## src/design/psd_consts.svh

```systemverilog
// Field positions, widths and defaults of the power state descriptor low half
`ifndef PSD_CONSTS_SVH
`define PSD_CONSTS_SVH

`define PSD_WORD_W 128
`define PSD_RANK_W 5
`define PSD_TIME_W 32
`define PSD_POWER_W 16
`define PSD_WORD_BITS 32

`define PSD_WORD0_LSB 0
`define PSD_WORD1_LSB 32
`define PSD_WORD2_LSB 64
`define PSD_WORD3_LSB 96

`define PSD_WLAT_LSB 120
`define PSD_WTHR_LSB 112
`define PSD_RLAT_LSB 104
`define PSD_RTHR_LSB 96
`define PSD_LEAVE_LSB 64
`define PSD_ENTER_LSB 32
`define PSD_HALT_BIT 25
`define PSD_UNIT_BIT 24
`define PSD_POWER_LSB 0

`define PSD_NUM_STATES 5'h10

`define PSD_RANK_RST 5'h00
`define PSD_TIME_RST 32'h0000_0000
`define PSD_FLAG_RST 1'b0
`define PSD_POWER_RST 16'h0000
`define PSD_RDATA_IDLE 32'h0000_0000

`define PSD_ADDR_W 3
`define PSD_ADDR_WORD0 3'h0
`define PSD_ADDR_WORD1 3'h1
`define PSD_ADDR_WORD2 3'h2
`define PSD_ADDR_WORD3 3'h3
`define PSD_ADDR_CTRL 3'h4
`define PSD_ADDR_STAT 3'h5

`endif

```

## src/design/psd_pkg.sv

```systemverilog
// Types shared by the power state descriptor block
package psd_pkg;
   typedef logic [4:0] psd_rank_t;
   typedef logic [31:0] psd_word_t;
   typedef enum logic [1:0] {
      PSD_UNIT_CENTIWATT = 2'b01,
      PSD_UNIT_DECIMILLIWATT = 2'b10
   } psd_unit_e;
endpackage

```

## src/design/psd_fields.sv

```systemverilog
// Power state descriptor low 128 bits: field store, encoder and checker
`include "psd_consts.svh"

module psd_fields #(
   parameter logic [4:0] NUM_STATES = `PSD_NUM_STATES
) (
   input wire logic clk_i,
   input wire logic rst_i,
   input wire logic [`PSD_ADDR_W-1:0] addr_i,
   input wire psd_pkg::psd_word_t wdata_i,
   input wire logic wr_i,
   input wire logic rd_i,
   output psd_pkg::psd_word_t rdata_o,
   output logic [`PSD_WORD_W-1:0] descriptor_o,
   output logic ranks_valid_o
);
   import psd_pkg::*;

   // ----------------------------------------------------------------
   // Helper functions
   // ----------------------------------------------------------------
   // A rank at or above the state count is meaningless to the host
   function automatic logic rank_ok(input psd_rank_t r);
      rank_ok = (r < NUM_STATES);
   endfunction

   // A strobe and an index pick one descriptor word; indices 4 to 7 pick none
   function automatic logic word_hit(
      input logic strobe,
      input logic [`PSD_ADDR_W-1:0] index,
      input logic [`PSD_ADDR_W-1:0] target
   );
      word_hit = strobe && (index == target);
   endfunction

   // Rank positions are descriptor bits, rebased here onto the top word
   function automatic psd_rank_t rank_field(
      input psd_word_t word,
      input int unsigned lsb
   );
      rank_field = word[lsb - `PSD_WORD3_LSB +: `PSD_RANK_W];
   endfunction

   // Only the peak power bits are kept from the low half of the bottom word
   function automatic logic [`PSD_POWER_W-1:0] power_field(input psd_word_t word);
      power_field = word[`PSD_POWER_LSB +: `PSD_POWER_W];
   endfunction

   // Top word: four ranks, reserved ranges clear
   function automatic psd_word_t pack_rank_word(
      input psd_rank_t wr_lat,
      input psd_rank_t wr_thr,
      input psd_rank_t rd_lat,
      input psd_rank_t rd_thr
   );
      psd_word_t word;
      word = '0;
      word[`PSD_WLAT_LSB - `PSD_WORD3_LSB +: `PSD_RANK_W] = wr_lat;
      word[`PSD_WTHR_LSB - `PSD_WORD3_LSB +: `PSD_RANK_W] = wr_thr;
      word[`PSD_RLAT_LSB - `PSD_WORD3_LSB +: `PSD_RANK_W] = rd_lat;
      word[`PSD_RTHR_LSB - `PSD_WORD3_LSB +: `PSD_RANK_W] = rd_thr;
      pack_rank_word = word;
   endfunction

   // Bottom word: halt flag, unit select and peak power, reserved ranges clear
   function automatic psd_word_t pack_power_word(
      input logic halted,
      input logic unit_sel,
      input logic [`PSD_POWER_W-1:0] power
   );
      psd_word_t word;
      word = '0;
      word[`PSD_HALT_BIT] = halted;
      word[`PSD_UNIT_BIT] = unit_sel;
      word[`PSD_POWER_LSB +: `PSD_POWER_W] = power;
      pack_power_word = word;
   endfunction

   // Indices 4 and 5 are read-only views; 6 and 7 read zero
   function automatic psd_word_t read_word(
      input logic [`PSD_ADDR_W-1:0] index,
      input logic [`PSD_WORD_W-1:0] desc,
      input logic valid
   );
      unique case (index)
         `PSD_ADDR_WORD0: begin
            read_word = desc[`PSD_WORD0_LSB +: `PSD_WORD_BITS];
         end
         `PSD_ADDR_WORD1: begin
            read_word = desc[`PSD_WORD1_LSB +: `PSD_WORD_BITS];
         end
         `PSD_ADDR_WORD2: begin
            read_word = desc[`PSD_WORD2_LSB +: `PSD_WORD_BITS];
         end
         `PSD_ADDR_WORD3: begin
            read_word = desc[`PSD_WORD3_LSB +: `PSD_WORD_BITS];
         end
         `PSD_ADDR_CTRL: begin
            read_word = psd_word_t'(NUM_STATES);
         end
         `PSD_ADDR_STAT: begin
            read_word = psd_word_t'(valid);
         end
         default: begin
            read_word = `PSD_RDATA_IDLE;
         end
      endcase
   endfunction

   // ----------------------------------------------------------------
   // Field store
   // ----------------------------------------------------------------
   psd_rank_t read_throughput_rank;
   psd_rank_t read_latency_rank;
   psd_rank_t write_throughput_rank;
   psd_rank_t write_latency_rank;
   logic [`PSD_TIME_W-1:0] state_leave_time_us;
   logic [`PSD_TIME_W-1:0] state_enter_time_us;
   logic io_halted_flag;
   logic peak_power_unit_select;
   logic [`PSD_POWER_W-1:0] peak_power_value;

   // Registered so read data stand for exactly one cycle
   psd_word_t rdata;

   // ----------------------------------------------------------------
   // Write decode
   // ----------------------------------------------------------------
   logic hit_word0;
   logic hit_word1;
   logic hit_word2;
   logic hit_word3;

   // Writes to 4 to 7 match no word and are dropped
   assign hit_word0 = word_hit(wr_i, addr_i, `PSD_ADDR_WORD0);
   assign hit_word1 = word_hit(wr_i, addr_i, `PSD_ADDR_WORD1);
   assign hit_word2 = word_hit(wr_i, addr_i, `PSD_ADDR_WORD2);
   assign hit_word3 = word_hit(wr_i, addr_i, `PSD_ADDR_WORD3);

   // ----------------------------------------------------------------
   // Rank fields
   // ----------------------------------------------------------------
   // Out-of-range ranks are stored as written and flagged by the checker
   always_ff @(posedge clk_i or posedge rst_i) begin
      if (rst_i) begin
         read_throughput_rank <= `PSD_RANK_RST;
      end else if (hit_word3) begin
         read_throughput_rank <= rank_field(wdata_i, `PSD_RTHR_LSB);
      end
   end

   // Smaller rank means shorter read latency
   always_ff @(posedge clk_i or posedge rst_i) begin
      if (rst_i) begin
         read_latency_rank <= `PSD_RANK_RST;
      end else if (hit_word3) begin
         read_latency_rank <= rank_field(wdata_i, `PSD_RLAT_LSB);
      end
   end

   // Smaller rank means higher write throughput
   always_ff @(posedge clk_i or posedge rst_i) begin
      if (rst_i) begin
         write_throughput_rank <= `PSD_RANK_RST;
      end else if (hit_word3) begin
         write_throughput_rank <= rank_field(wdata_i, `PSD_WTHR_LSB);
      end
   end

   // Smaller rank means shorter write latency
   always_ff @(posedge clk_i or posedge rst_i) begin
      if (rst_i) begin
         write_latency_rank <= `PSD_RANK_RST;
      end else if (hit_word3) begin
         write_latency_rank <= rank_field(wdata_i, `PSD_WLAT_LSB);
      end
   end

   // ----------------------------------------------------------------
   // Latency fields
   // ----------------------------------------------------------------
   // Zero is legal here: it tells the host the time is not reported
   always_ff @(posedge clk_i or posedge rst_i) begin
      if (rst_i) begin
         state_leave_time_us <= `PSD_TIME_RST;
      end else if (hit_word2) begin
         state_leave_time_us <= wdata_i;
      end
   end

   // Whole word is the time, so nothing is dropped on write
   always_ff @(posedge clk_i or posedge rst_i) begin
      if (rst_i) begin
         state_enter_time_us <= `PSD_TIME_RST;
      end else if (hit_word1) begin
         state_enter_time_us <= wdata_i;
      end
   end

   // ----------------------------------------------------------------
   // Power word fields
   // ----------------------------------------------------------------
   // Flag, unit and value share one write, so the host never sees a mixed word
   always_ff @(posedge clk_i or posedge rst_i) begin
      if (rst_i) begin
         io_halted_flag <= `PSD_FLAG_RST;
      end else if (hit_word0) begin
         io_halted_flag <= wdata_i[`PSD_HALT_BIT];
      end
   end

   // Low selects the coarse unit, high the fine one
   always_ff @(posedge clk_i or posedge rst_i) begin
      if (rst_i) begin
         peak_power_unit_select <= `PSD_FLAG_RST;
      end else if (hit_word0) begin
         peak_power_unit_select <= wdata_i[`PSD_UNIT_BIT];
      end
   end

   // Zero is stored like any value; it reads as not reported
   always_ff @(posedge clk_i or posedge rst_i) begin
      if (rst_i) begin
         peak_power_value <= `PSD_POWER_RST;
      end else if (hit_word0) begin
         peak_power_value <= power_field(wdata_i);
      end
   end

   // ----------------------------------------------------------------
   // Checker
   // ----------------------------------------------------------------
   logic read_throughput_ok;
   logic read_latency_ok;
   logic write_throughput_ok;
   logic write_latency_ok;

   // One compare per rank against the state count parameter
   assign read_throughput_ok = rank_ok(read_throughput_rank);
   assign read_latency_ok = rank_ok(read_latency_rank);
   assign write_throughput_ok = rank_ok(write_throughput_rank);
   assign write_latency_ok = rank_ok(write_latency_rank);

   // Software must not publish a descriptor while this is low
   assign ranks_valid_o = read_throughput_ok
                          && read_latency_ok
                          && write_throughput_ok
                          && write_latency_ok;

   // ----------------------------------------------------------------
   // Descriptor words
   // ----------------------------------------------------------------
   psd_word_t rank_word;
   psd_word_t power_word;

   // Packed from zero so the reserved ranges inside each word stay clear
   assign rank_word = pack_rank_word(
      write_latency_rank,
      write_throughput_rank,
      read_latency_rank,
      read_throughput_rank
   );
   assign power_word = pack_power_word(
      io_halted_flag,
      peak_power_unit_select,
      peak_power_value
   );

   // ----------------------------------------------------------------
   // Encoder
   // ----------------------------------------------------------------
   // Built from zero so every unused range stays clear
   always_comb begin
      descriptor_o = '0;
      descriptor_o[`PSD_WORD3_LSB +: `PSD_WORD_BITS] = rank_word;
      descriptor_o[`PSD_LEAVE_LSB +: `PSD_TIME_W] = state_leave_time_us;
      descriptor_o[`PSD_ENTER_LSB +: `PSD_TIME_W] = state_enter_time_us;
      descriptor_o[`PSD_WORD0_LSB +: `PSD_WORD_BITS] = power_word;
   end

   // ----------------------------------------------------------------
   // Register read port
   // ----------------------------------------------------------------
   // Read data fall back to zero, so a stale word is never seen twice
   always_ff @(posedge clk_i or posedge rst_i) begin
      if (rst_i) begin
         rdata <= `PSD_RDATA_IDLE;
      end else if (rd_i) begin
         rdata <= read_word(addr_i, descriptor_o, ranks_valid_o);
      end else begin
         rdata <= `PSD_RDATA_IDLE;
      end
   end

   assign rdata_o = rdata;
endmodule

```

## config.mk

```make
export PLATFORM = sky130hd
export DESIGN_NAME = psd_fields
export DESIGN_NICKNAME = d
export VERILOG_FILES = /design/src/design/psd_pkg.sv /design/src/design/psd_fields.sv
export VERILOG_INCLUDE_DIRS = /design/src /design/src/design
export SDC_FILE = /design/constraint.sdc
export NUM_CORES = 1
export LEC_CHECK = 0
export ABC_AREA = 1
export BUFFER_PORTS_ARGS = -buffer_cell sky130_fd_sc_hd__clkbuf_2
export CORE_ASPECT_RATIO = 0.6
export CORE_UTILIZATION = 40
export CTS_CLUSTER_SIZE = 14
export DETAILED_ROUTE_END_ITERATION = 7
export HOLD_SLACK_MARGIN = 0.03
export PLACE_DENSITY = 0.74
export RECOVER_POWER = 25
export SLEW_MARGIN = 40
export SYNTH_ARGS = -nofsm -noshare
export SYNTH_HDL_FRONTEND = slang
export SYNTH_SLANG_ARGS = --single-unit
```

## constraint.sdc

```tcl
create_clock -name clk_i -period 9.4 [get_ports clk_i]
set_input_delay 0.94 -clock clk_i [delete_from_list [all_inputs] [get_ports clk_i]]
set_output_delay 0.94 -clock clk_i [all_outputs]
set_load 0.02 [all_outputs]
```

==> results of run 1 <==
sequential cells by signal, indices dropped and copies added (netlist names):
name                    count
read_latency_rank           5
io_halted_flag              1
peak_power_unit_select      1
peak_power_value           16
write_latency_rank          5
state_leave_time_us        32
write_throughput_rank       5
rdata_o                    32
read_throughput_rank        5
state_enter_time_us        32
routing by layer:
| metal | wire length, microns | vias to the layer above | track usage, % |
|---|---|---|---|
| met3 | 980 | 14 | 4.727 |
| met1 | 7262 | 2252 | 29.44 |
| met2 | 6571 | 160 | 33.22 |
| met5 | 0 | - | 0 |
| met4 | 102 | 0 | 5.637 |
| li1 | - | 2304 | - |
worst register-to-register path: cells and delay by family (launching register included):
kind / cells / cell delay (ns)
flops: 1 / 0.46
simple gates: 4 / 0.36
compound gates: 1 / 0.17
cell type report:
type                            count  area, sq um
Clock buffer                       19        452.9
Clock inverter                     11        151.4
Fill cell                        1340         6629
Inverter                           52        200.2
Multi-Input combinational cell    428         1838
Sequential cell                   134         3353
Tap cell                          192        240.2
Timing Repair Buffer              180        925.9
power breakdown:
| part | internal (uW) | switching [uW] |
|---|---|---|
| Sequential | 668 | 77.6 |
| Clock | 430 | 246 |
| Combinational | 115 | 254 |
stage by stage:
step / total power [uW] / cells / setup WS (ns)
floorplan: 984.6 / 674 / 4.877
global placement: 1116 / 985 / 6.396
detailed placement: 1127 / 986 / 6.386
CTS: 1808 / 1016 / 6.793
global route: 1879 / 1016 / 4.553
finish: 1790 / 1016 / 4.867
cells in the final DEF, fill, tap and decap left out, types with 3 or more instances in the layout:
master	instances
nand2_2	3
inv_1	48
buf_4	4
conb_1	26
clkinv_4	4
nand2_4	3
clkbuf_16	17
o21ai_1	82
dfrtp_1	134
clkbuf_1	11
nand2_1	235
o21ai_0	22
a21oi_1	6
clkbuf_2	163
bufinv_16	3
nor2_1	27
nand3_1	17
nand4_1	3
path summary, 6_finish.rpt:
path	from	end	cells past startpoint
setup / recovery	addr_i[0]	state_enter_time_us[19]	8
hold / removal	write_latency_rank[2]	write_latency_rank[2]	2
setup reg to reg	read_latency_rank[4]	rdata_o[0]	5
hold reg to reg	write_latency_rank[2]	write_latency_rank[2]	2
max in group asynchronous	rst_i	rdata_o[13]	3
min in group asynchronous	rst_i	state_enter_time_us[30]	2
kinds of logic (layout without fill, tap and decap cells):
group           after synthesis  after routing  share of synthesized area [%]
flops                       134            134                          58.73
other cells                   1             26                        0.06568
simple gates                292            292                          20.84
compound gates              110            110                          9.643
buf+inv                     112            262                          10.72
==> results.py, run 1 <==
metrics = {
    "run_status": {
        "status": "complete, but fails checks",
        "violations": "capacitance limit, slew limit",
    },
    "timing": {
        "fin_crit_sh_pct": 48.22,
        "hold_viol_final": 0,
        "fin_worst_skew_ns": 0.007784,
        "timing.hold.ws_ns": 0.5129,
        "period_minus_slack_ns": 4.533,
        "max_slew_margin_pct": -75.22,
        "fmax_mhz": 220.6,
        "setup_tns_ns": 0,
        "setup-violations-final": 0,
        "rsz0062_at_grt": "no",
        "final_max_slew_viol_count": 95,
        "worst-slew-pin-transition_ns": 2.614,
    },
    "final_layout": {
        "nets": 852,
        "final_core_util_pct": 51.93,
        "drive_above_1_share_pct": 25.73,
        "fin_area_sq_um": 7162,
        "syn_to_final_growth_pct": 25.44,
        "diodes": 0,
    },
    "floorplan": {
        "fp.dieArea_sq_um": 14770,
        "initial_core_util_pct": 41.40,
        "num_rows": 33,
        "core_area_sq_um": 13790,
        "die-height_microns": 94.54,
        "ioPinCount": 200,
        "dieWidth_microns": 156.2,
    },
    "critical_path": {
        "critPathTopFamily": "buffers and inverters",
        "cp_num_buf_inv": 4,
        "startpoint_type": "input pin",
        "cp.arrival_ns": 4.81,
        "crit_slowest_cell": "clkbuf_1",
        "required_ns": 9.67,
        "slowest_delay_ns": 1.38,
        "crit_type": "input pin to register",
        "path_cells": "clkbuf_1, clkinvlp_2, nor3_4, clkbuf_1, nand2_2, buf_4, nand2_1, o21ai_1",
        "crit_path_end_kind": "register",
        "r2r_slack_ns": 8.32,
        "cp_common_cell": "clkbuf_1",
        "worstPathMaxFanout": 34,
    },
    "global_routing": {
        "grt_pass1_wl_microns": 23280,
        "grt-ovfl-total": 0,
        "antenna_found_initial": 0,
        "grt_usage_pct": 21.09,
        "grt_pass1_vias": 4333,
        "grt_max_degree": 75,
    },
    "synthesis": {
        "synth_cell_types": 23,
        "synth_most_common_cell": "nand2_1",
        "yosys.area.top_type": "dfrtp_1",
        "ys_ff_latch": 134,
        "seq_area_frac_synth_pct": 58.73,
        "synth_area_sq_um": 5709,
        "synth_commonest_cells": "235 x nand2_1, 134 x dfrtp_1, 82 x o21ai_1",
        "synthTopCellsByArea": "dfrtp_1 59%, nand2_1 15%, o21ai_1 7.2%, buf_4 3.8%, inv_1 3.2%",
        "netlist_instances": 649,
        "syn_avg_cell_area_sq_um": 8.797,
        "netlist.area_leader.share_pct": 58.73,
        "yosysWarnings": 0,
        "synthFlopType": "dfrtp_1",
        "async_reset_ff_share_pct": 100.0,
        "synth_edf_count": 0,
    },
    "power": {
        "power_density_nw_per_um2": 250.0,
        "irDropWorstVdd_uv": 109.7,
        "p_leak_uw": 0.003997,
    },
    "route": {
        "avgViaCountPerCell": 4.656,
        "first_pass_iters": 5,
        "ant_nets": 0,
        "drt_wl_total_microns": 14920,
        "drc_errors": 0,
        "drt_iter0_drc": 293,
        "wire_per_inst_microns": 14.68,
        "vias": 4730,
    },
    "worst_hold_path": {
        "min_path_type": "register to register",
    },
    "clock_tree": {
        "cts_tree": "yes",
        "numClockSinks": 134,
        "h-tree-depth": 4,
        "cts_hold_buf": 0,
        "root_buffer": "clkbuf_16",
        "numCtsBuffers": 17,
        "post_cts_buffers": 0,
        "cts_resized": 0,
        "clkLatencyLatePin_ns": 0.40,
        "cts_buffer_depth": 2,
        "clk_pin_slew_ns": 0.05,
    },
    "placed_design": {
        "dp_hpwl_microns": 10220,
        "place_congestion": 0.7773,
        "place_area_sq_um": 6579,
        "port_buffers": 173,
    },
    "job": {
        "drv_cap": 2,
    },
}
(Power assumes the default switching activity.)
==> inputs of run 2 (changes only) <==
Clock period 9.4 ns to 4.5 ns, I/O delays scaled along.
==> results.py, run 2 (same netlist as run 1, synthesis figures left out) <==
metrics = {
    "run_status": {
        "status": "complete, but fails checks",
        "violations": "capacitance limit, slew limit",
    },
    "critical_path": {
        "crit_slowest_cell": "clkinvlp_4",
        "cp.arrival_ns": 2.60,
        "crit_type": "input pin to asynchronous set/reset pin",
        "worstPathMaxFanout": 107,
        "startpoint_type": "input pin",
        "crit_path_end_kind": "asynchronous set/reset pin",
        "cp_num_buf_inv": 3,
        "slowest_delay_ns": 1.38,
        "path_cells": "clkbuf_1, clkinvlp_4, buf_4",
        "critPathTopFamily": "buffers and inverters",
        "required_ns": 5.05,
    },
    "timing": {
        "hold_viol_final": 0,
        "max_slew_margin_pct": -51.67,
        "fmax_mhz": 488.3,
        "final_max_slew_viol_count": 108,
        "setup_tns_ns": 0,
        "setup-violations-final": 0,
        "rsz0062_at_grt": "no",
        "worst-slew-pin-transition_ns": 2.275,
        "fin_crit_sh_pct": 45.51,
        "period_minus_slack_ns": 2.048,
        "fin_worst_skew_ns": 0.009274,
    },
    "clock_tree": {
        "clkLatencyLatePin_ns": 0.41,
        "root_buffer": "clkbuf_16",
        "cts_tree": "yes",
        "numClockSinks": 134,
        "h-tree-depth": 4,
        "cts_resized": 0,
        "cts_hold_buf": 0,
        "numCtsBuffers": 17,
        "clk_pin_slew_ns": 0.06,
        "cts_buffer_depth": 2,
        "post_cts_buffers": 0,
    },
    "global_routing": {
        "grt-ovfl-total": 0,
        "grt_usage_pct": 21.67,
        "grt_pass1_vias": 4403,
        "antenna_found_initial": 0,
        "grt_max_degree": 108,
        "grt_pass1_wl_microns": 23900,
    },
    "power": {
        "intPower_uw": 2577,
        "p_leak_uw": 0.004043,
        "pwr-share-seq_pct": 41.0,
        "switching_share_pct": 31.94,
        "pwr-share-comb_pct": 20.5,
        "power_density_nw_per_um2": 526.4,
        "p_clk_share_pct": 38.5,
        "switching_power_uw": 1209,
        "irDropWorstVdd_uv": 211.2,
    },
    "floorplan": {
        "ioPinCount": 200,
        "dieWidth_microns": 156.2,
        "initial_core_util_pct": 41.40,
        "core_area_sq_um": 13790,
        "die-height_microns": 94.54,
        "fp.dieArea_sq_um": 14770,
        "num_rows": 33,
    },
    "route": {
        "drc_errors": 0,
        "drt_wl_total_microns": 15080,
        "wire_per_inst_microns": 14.82,
        "avgViaCountPerCell": 4.719,
        "ant_nets": 0,
        "vias": 4799,
        "drt_iter0_drc": 412,
        "first_pass_iters": 5,
    },
    "placed_design": {
        "place_congestion": 0.7848,
        "place_area_sq_um": 6578,
        "port_buffers": 173,
        "dp_hpwl_microns": 10030,
    },
    "final_layout": {
        "drive_above_1_share_pct": 26.91,
        "nets": 852,
        "final_common_cell": "nand2_1",
        "mostFrequentLayoutCells": "235 x nand2_1, 172 x clkbuf_2, 134 x dfrtp_1",
        "fin_area_sq_um": 7193,
        "diodes": 0,
        "fillers": 1360,
        "syn_to_final_growth_pct": 25.99,
    },
    "worst_hold_path": {
        "min_path_type": "input pin to register",
    },
    "job": {
        "drv_cap": 1,
    },
}
## run 2: cell types whose count changed in the layout (fill, tap and decap cells not counted), sizes merged
cell and delta:
buf +1, bufinv +1, clkbuf -1, clkinvlp -1
inv +1
## run 2: metal layers
metal	vias to the layer above	GRT usage [%]	routed length, microns
li1	2315	-	-
met1	2307	29.45	7067
met2	169	33.74	6758
met3	8	6.563	1180
met4	0	5.801	70
met5	-	0	0
## run 2: worst paths after layout
path / from / endpoint / slack, ns / cells after the start
worst min register to register: write_throughput_rank[2] / write_throughput_rank[2] / 0.51 / 2
worst max-delay path: rst_i / state_leave_time_us[19] / 2.45 / 3
worst min-delay path: wdata_i[22] / state_leave_time_us[22] / 0.30 / 3
max in group clk_i: addr_i[2] / write_latency_rank[2] / 2.46 / 9
worst max register to register: read_latency_rank[4] / rdata_o[0] / 3.43 / 5
min in group asynchronous: rst_i / rdata_o[4] / 0.70 / 2
## run 2: power groups by stage
stage	Clock, uW	Combinational (uW)	Sequential [uW]
2_1_floorplan	0	284	1770
3_3_place_gp	0	768	1570
3_5_place_dp	0	785	1570
4_1_cts	1480	788	1550
5_1_grt	1540	855	1580
6_report	1460	777	1550
## run 2: area by class of cell
type | instances | area (sq um) | area share [%]
tap | 192 | 240.2 | 3.340
sequential | 134 | 3353 | 46.62
clock buffer | 19 | 442.9 | 6.158
timing repair buffer | 180 | 937.1 | 13.03
clock inverter | 12 | 177.7 | 2.470
inverter | 52 | 203.9 | 2.835
multi-input combinational | 428 | 1838 | 25.55
## run 2: worst reg2reg max path, cell delays in order (launching register included)
cell and delay, ns:
dfrtp_1 0.45, nor2_1 0.15, nand2_1 0.10, o21ai_0 0.15
nor2_1 0.06, nor2_1 0.08
## run 2: through the flow
| step | instances | setup WS, ns | hold slack (ns) | total power [uW] | utilization, % |
|---|---|---|---|---|---|
| after detailed placement | 986 | 2.056 | 0.4990 | 2354 | 47.70 |
| after CTS | 1017 | 2.477 | 0.2198 | 3819 | 52.20 |
| final | 1017 | 2.452 | 0.2966 | 3786 | 52.16 |
| after floorplan | 674 | 0.4672 | 0.4817 | 2057 | - |
| after global placement | 985 | 1.975 | 0.4946 | 2333 | 47.48 |
| after global routing | 1017 | 2.068 | 0.2988 | 3975 | 52.16 |
==> inputs of run 3 (changes only) <==
Clock period 4.5 ns to 1.9 ns, I/O delays scaled along.
==> results.py, run 3 (same netlist as run 1, synthesis figures left out) <==
metrics = {
    "final_layout": {
        "fillers": 1319,
        "nets": 867,
        "drive_above_1_share_pct": 27.50,
        "fin_area_sq_um": 7293,
        "syn_to_final_growth_pct": 27.74,
        "multi_input_area_sq_um": 1838,
        "final_common_cell": "nand2_1",
        "mostFrequentLayoutCells": "235 x nand2_1, 174 x clkbuf_2, 134 x dfrtp_1",
        "final_core_util_pct": 52.89,
        "diodes": 0,
        "layout.area.seq_sq_um": 3353,
        "layout.cells.non_filler": 1032,
    },
    "clock_tree": {
        "numClockSinks": 134,
        "cts_tree": "yes",
        "clkLatencyLatePin_ns": 0.41,
        "cts_resized": 0,
        "root_buffer": "clkbuf_16",
        "post_cts_buffers": 0,
        "numCtsBuffers": 17,
        "cts_buffer_depth": 2,
        "h-tree-depth": 4,
        "clk_pin_slew_ns": 0.06,
    },
    "route": {
        "wire_per_inst_microns": 15.07,
        "drt_iter0_drc": 294,
        "vias": 4801,
        "first_pass_iters": 4,
        "ant_nets": 0,
        "drt_wl_total_microns": 15550,
        "drc_errors": 0,
        "avgViaCountPerCell": 4.652,
    },
    "critical_path": {
        "startpoint_type": "input pin",
        "crit_type": "input pin to register",
        "required_ns": 2.14,
        "worstPathMaxFanout": 40,
        "cp.arrival_ns": 1.90,
        "crit_path_end_kind": "register",
    },
    "timing": {
        "setup_tns_ns": 0,
        "fmax_mhz": 603.6,
        "fin_worst_skew_ns": 0.009497,
        "setup_slack_ns": 0.2432,
        "rsz0062_at_grt": "no",
        "worst-slew-pin-transition_ns": 1.143,
        "fin_crit_sh_pct": 87.20,
        "hold_viol_final": 0,
        "setup-violations-final": 0,
        "final_max_slew_viol_count": 0,
        "max_slew_margin_pct": 23.80,
        "period_minus_slack_ns": 1.657,
    },
    "worst_hold_path": {
        "min_path_type": "input pin to register",
    },
    "global_routing": {
        "grt_pass1_vias": 4432,
        "grt_usage_pct": 22.00,
        "antenna_found_initial": 1,
        "grt_max_degree": 90,
        "grt_pass1_wl_microns": 24290,
        "grt-ovfl-total": 0,
    },
    "power": {
        "p_leak_uw": 0.004093,
        "irDropWorstVdd_uv": 497.6,
        "power_density_nw_per_um2": 1223,
    },
    "floorplan": {
        "die-height_microns": 94.54,
        "num_rows": 33,
        "core_area_sq_um": 13790,
        "fp.dieArea_sq_um": 14770,
        "ioPinCount": 200,
        "initial_core_util_pct": 41.40,
        "dieWidth_microns": 156.2,
    },
    "placed_design": {
        "post-place-ws_ns": 0.3736,
        "place_congestion": 0.7964,
        "place_inst": 994,
        "place_area_sq_um": 6639,
        "port_buffers": 173,
        "dp_hpwl_microns": 10440,
    },
    "run_status": {
        "status": "finished clean",
    },
    "job": {
        "drv_cap": 0,
    },
}
[run 3: cell types whose count changed in the layout (fill, tap and decap cells not counted), moves of 2 or more]
cell	previous run	this run
buf_4	6	12
clkbuf_2	172	174
clkinvlp_2	0	2
dlygate4sd3_1	0	7
[run 3: routing by layer]
layer / GRT usage (%) / vias to the layer above / share of wire, %
li1: - / 2337 / -
met2: 33.22 / 177 / 44
met3: 6.609 / 14 / 6.9
met1: 31.05 / 2271 / 48
met5: 0 / - / 0.10
met4: 5.147 / 2 / 0.64
[run 3: final timing paths]
| kind | to | start | cells past startpoint | slack (ns) |
|---|---|---|---|---|
| worst max-delay path | write_throughput_rank[3] | addr_i[2] | 7 | 0.24 |
| worst min-delay path | state_enter_time_us[14] | wdata_i[14] | 3 | 0.05 |
| worst max register to register | rdata_o[0] | write_throughput_rank[4] | 5 | 0.80 |
| worst min register to register | state_leave_time_us[4] | state_leave_time_us[4] | 2 | 0.51 |
| max in group asynchronous | rdata_o[17] | rst_i | 4 | 0.41 |
| min in group asynchronous | state_leave_time_us[10] | rst_i | 4 | 0.46 |
[run 3: through the flow]
stage / total power (uW) / hold WS [ns]
2_1_floorplan: 4872 / 0.2939
3_3_place_gp: 5547 / 0.2942
3_5_place_dp: 5591 / 0.2962
4_1_cts: 8985 / 0.03052
5_1_grt: 9343 / 0.03407
6_report: 8916 / 0.04674
[run 3: cell type report]
class	instances	share of cell area, %
Timing Repair Buffer	195	14.46
Clock buffer	19	6.210
Clock inverter	12	2.110
Multi-Input combinational cell	428	25.20
Inverter	52	2.745
Sequential cell	134	45.98
Tap cell	192	3.294
[run 3: what timing repair did]
action,in CTS,in global routing
setup endpoints to repair,0,0
endpoints found under the hold margin,142,0
hold buffers,7,0
[run 3: worst max-delay path: stages]
cell and delay, ns:
clkbuf_1 0.30, clkinvlp_2 0.34, nand2_4 0.15, nor2_2 0.05, nand2_1 0.05, clkbuf_2 0.61, o21ai_0 0.21
[run 3: where the power goes]
part | switching (uW) | internal (uW) | total [uW]
Clock | 1250 | 2120 | 3370
Combinational | 1260 | 588 | 1850
Sequential | 394 | 3300 | 3700
Total | 2900 | 6020 | 8920
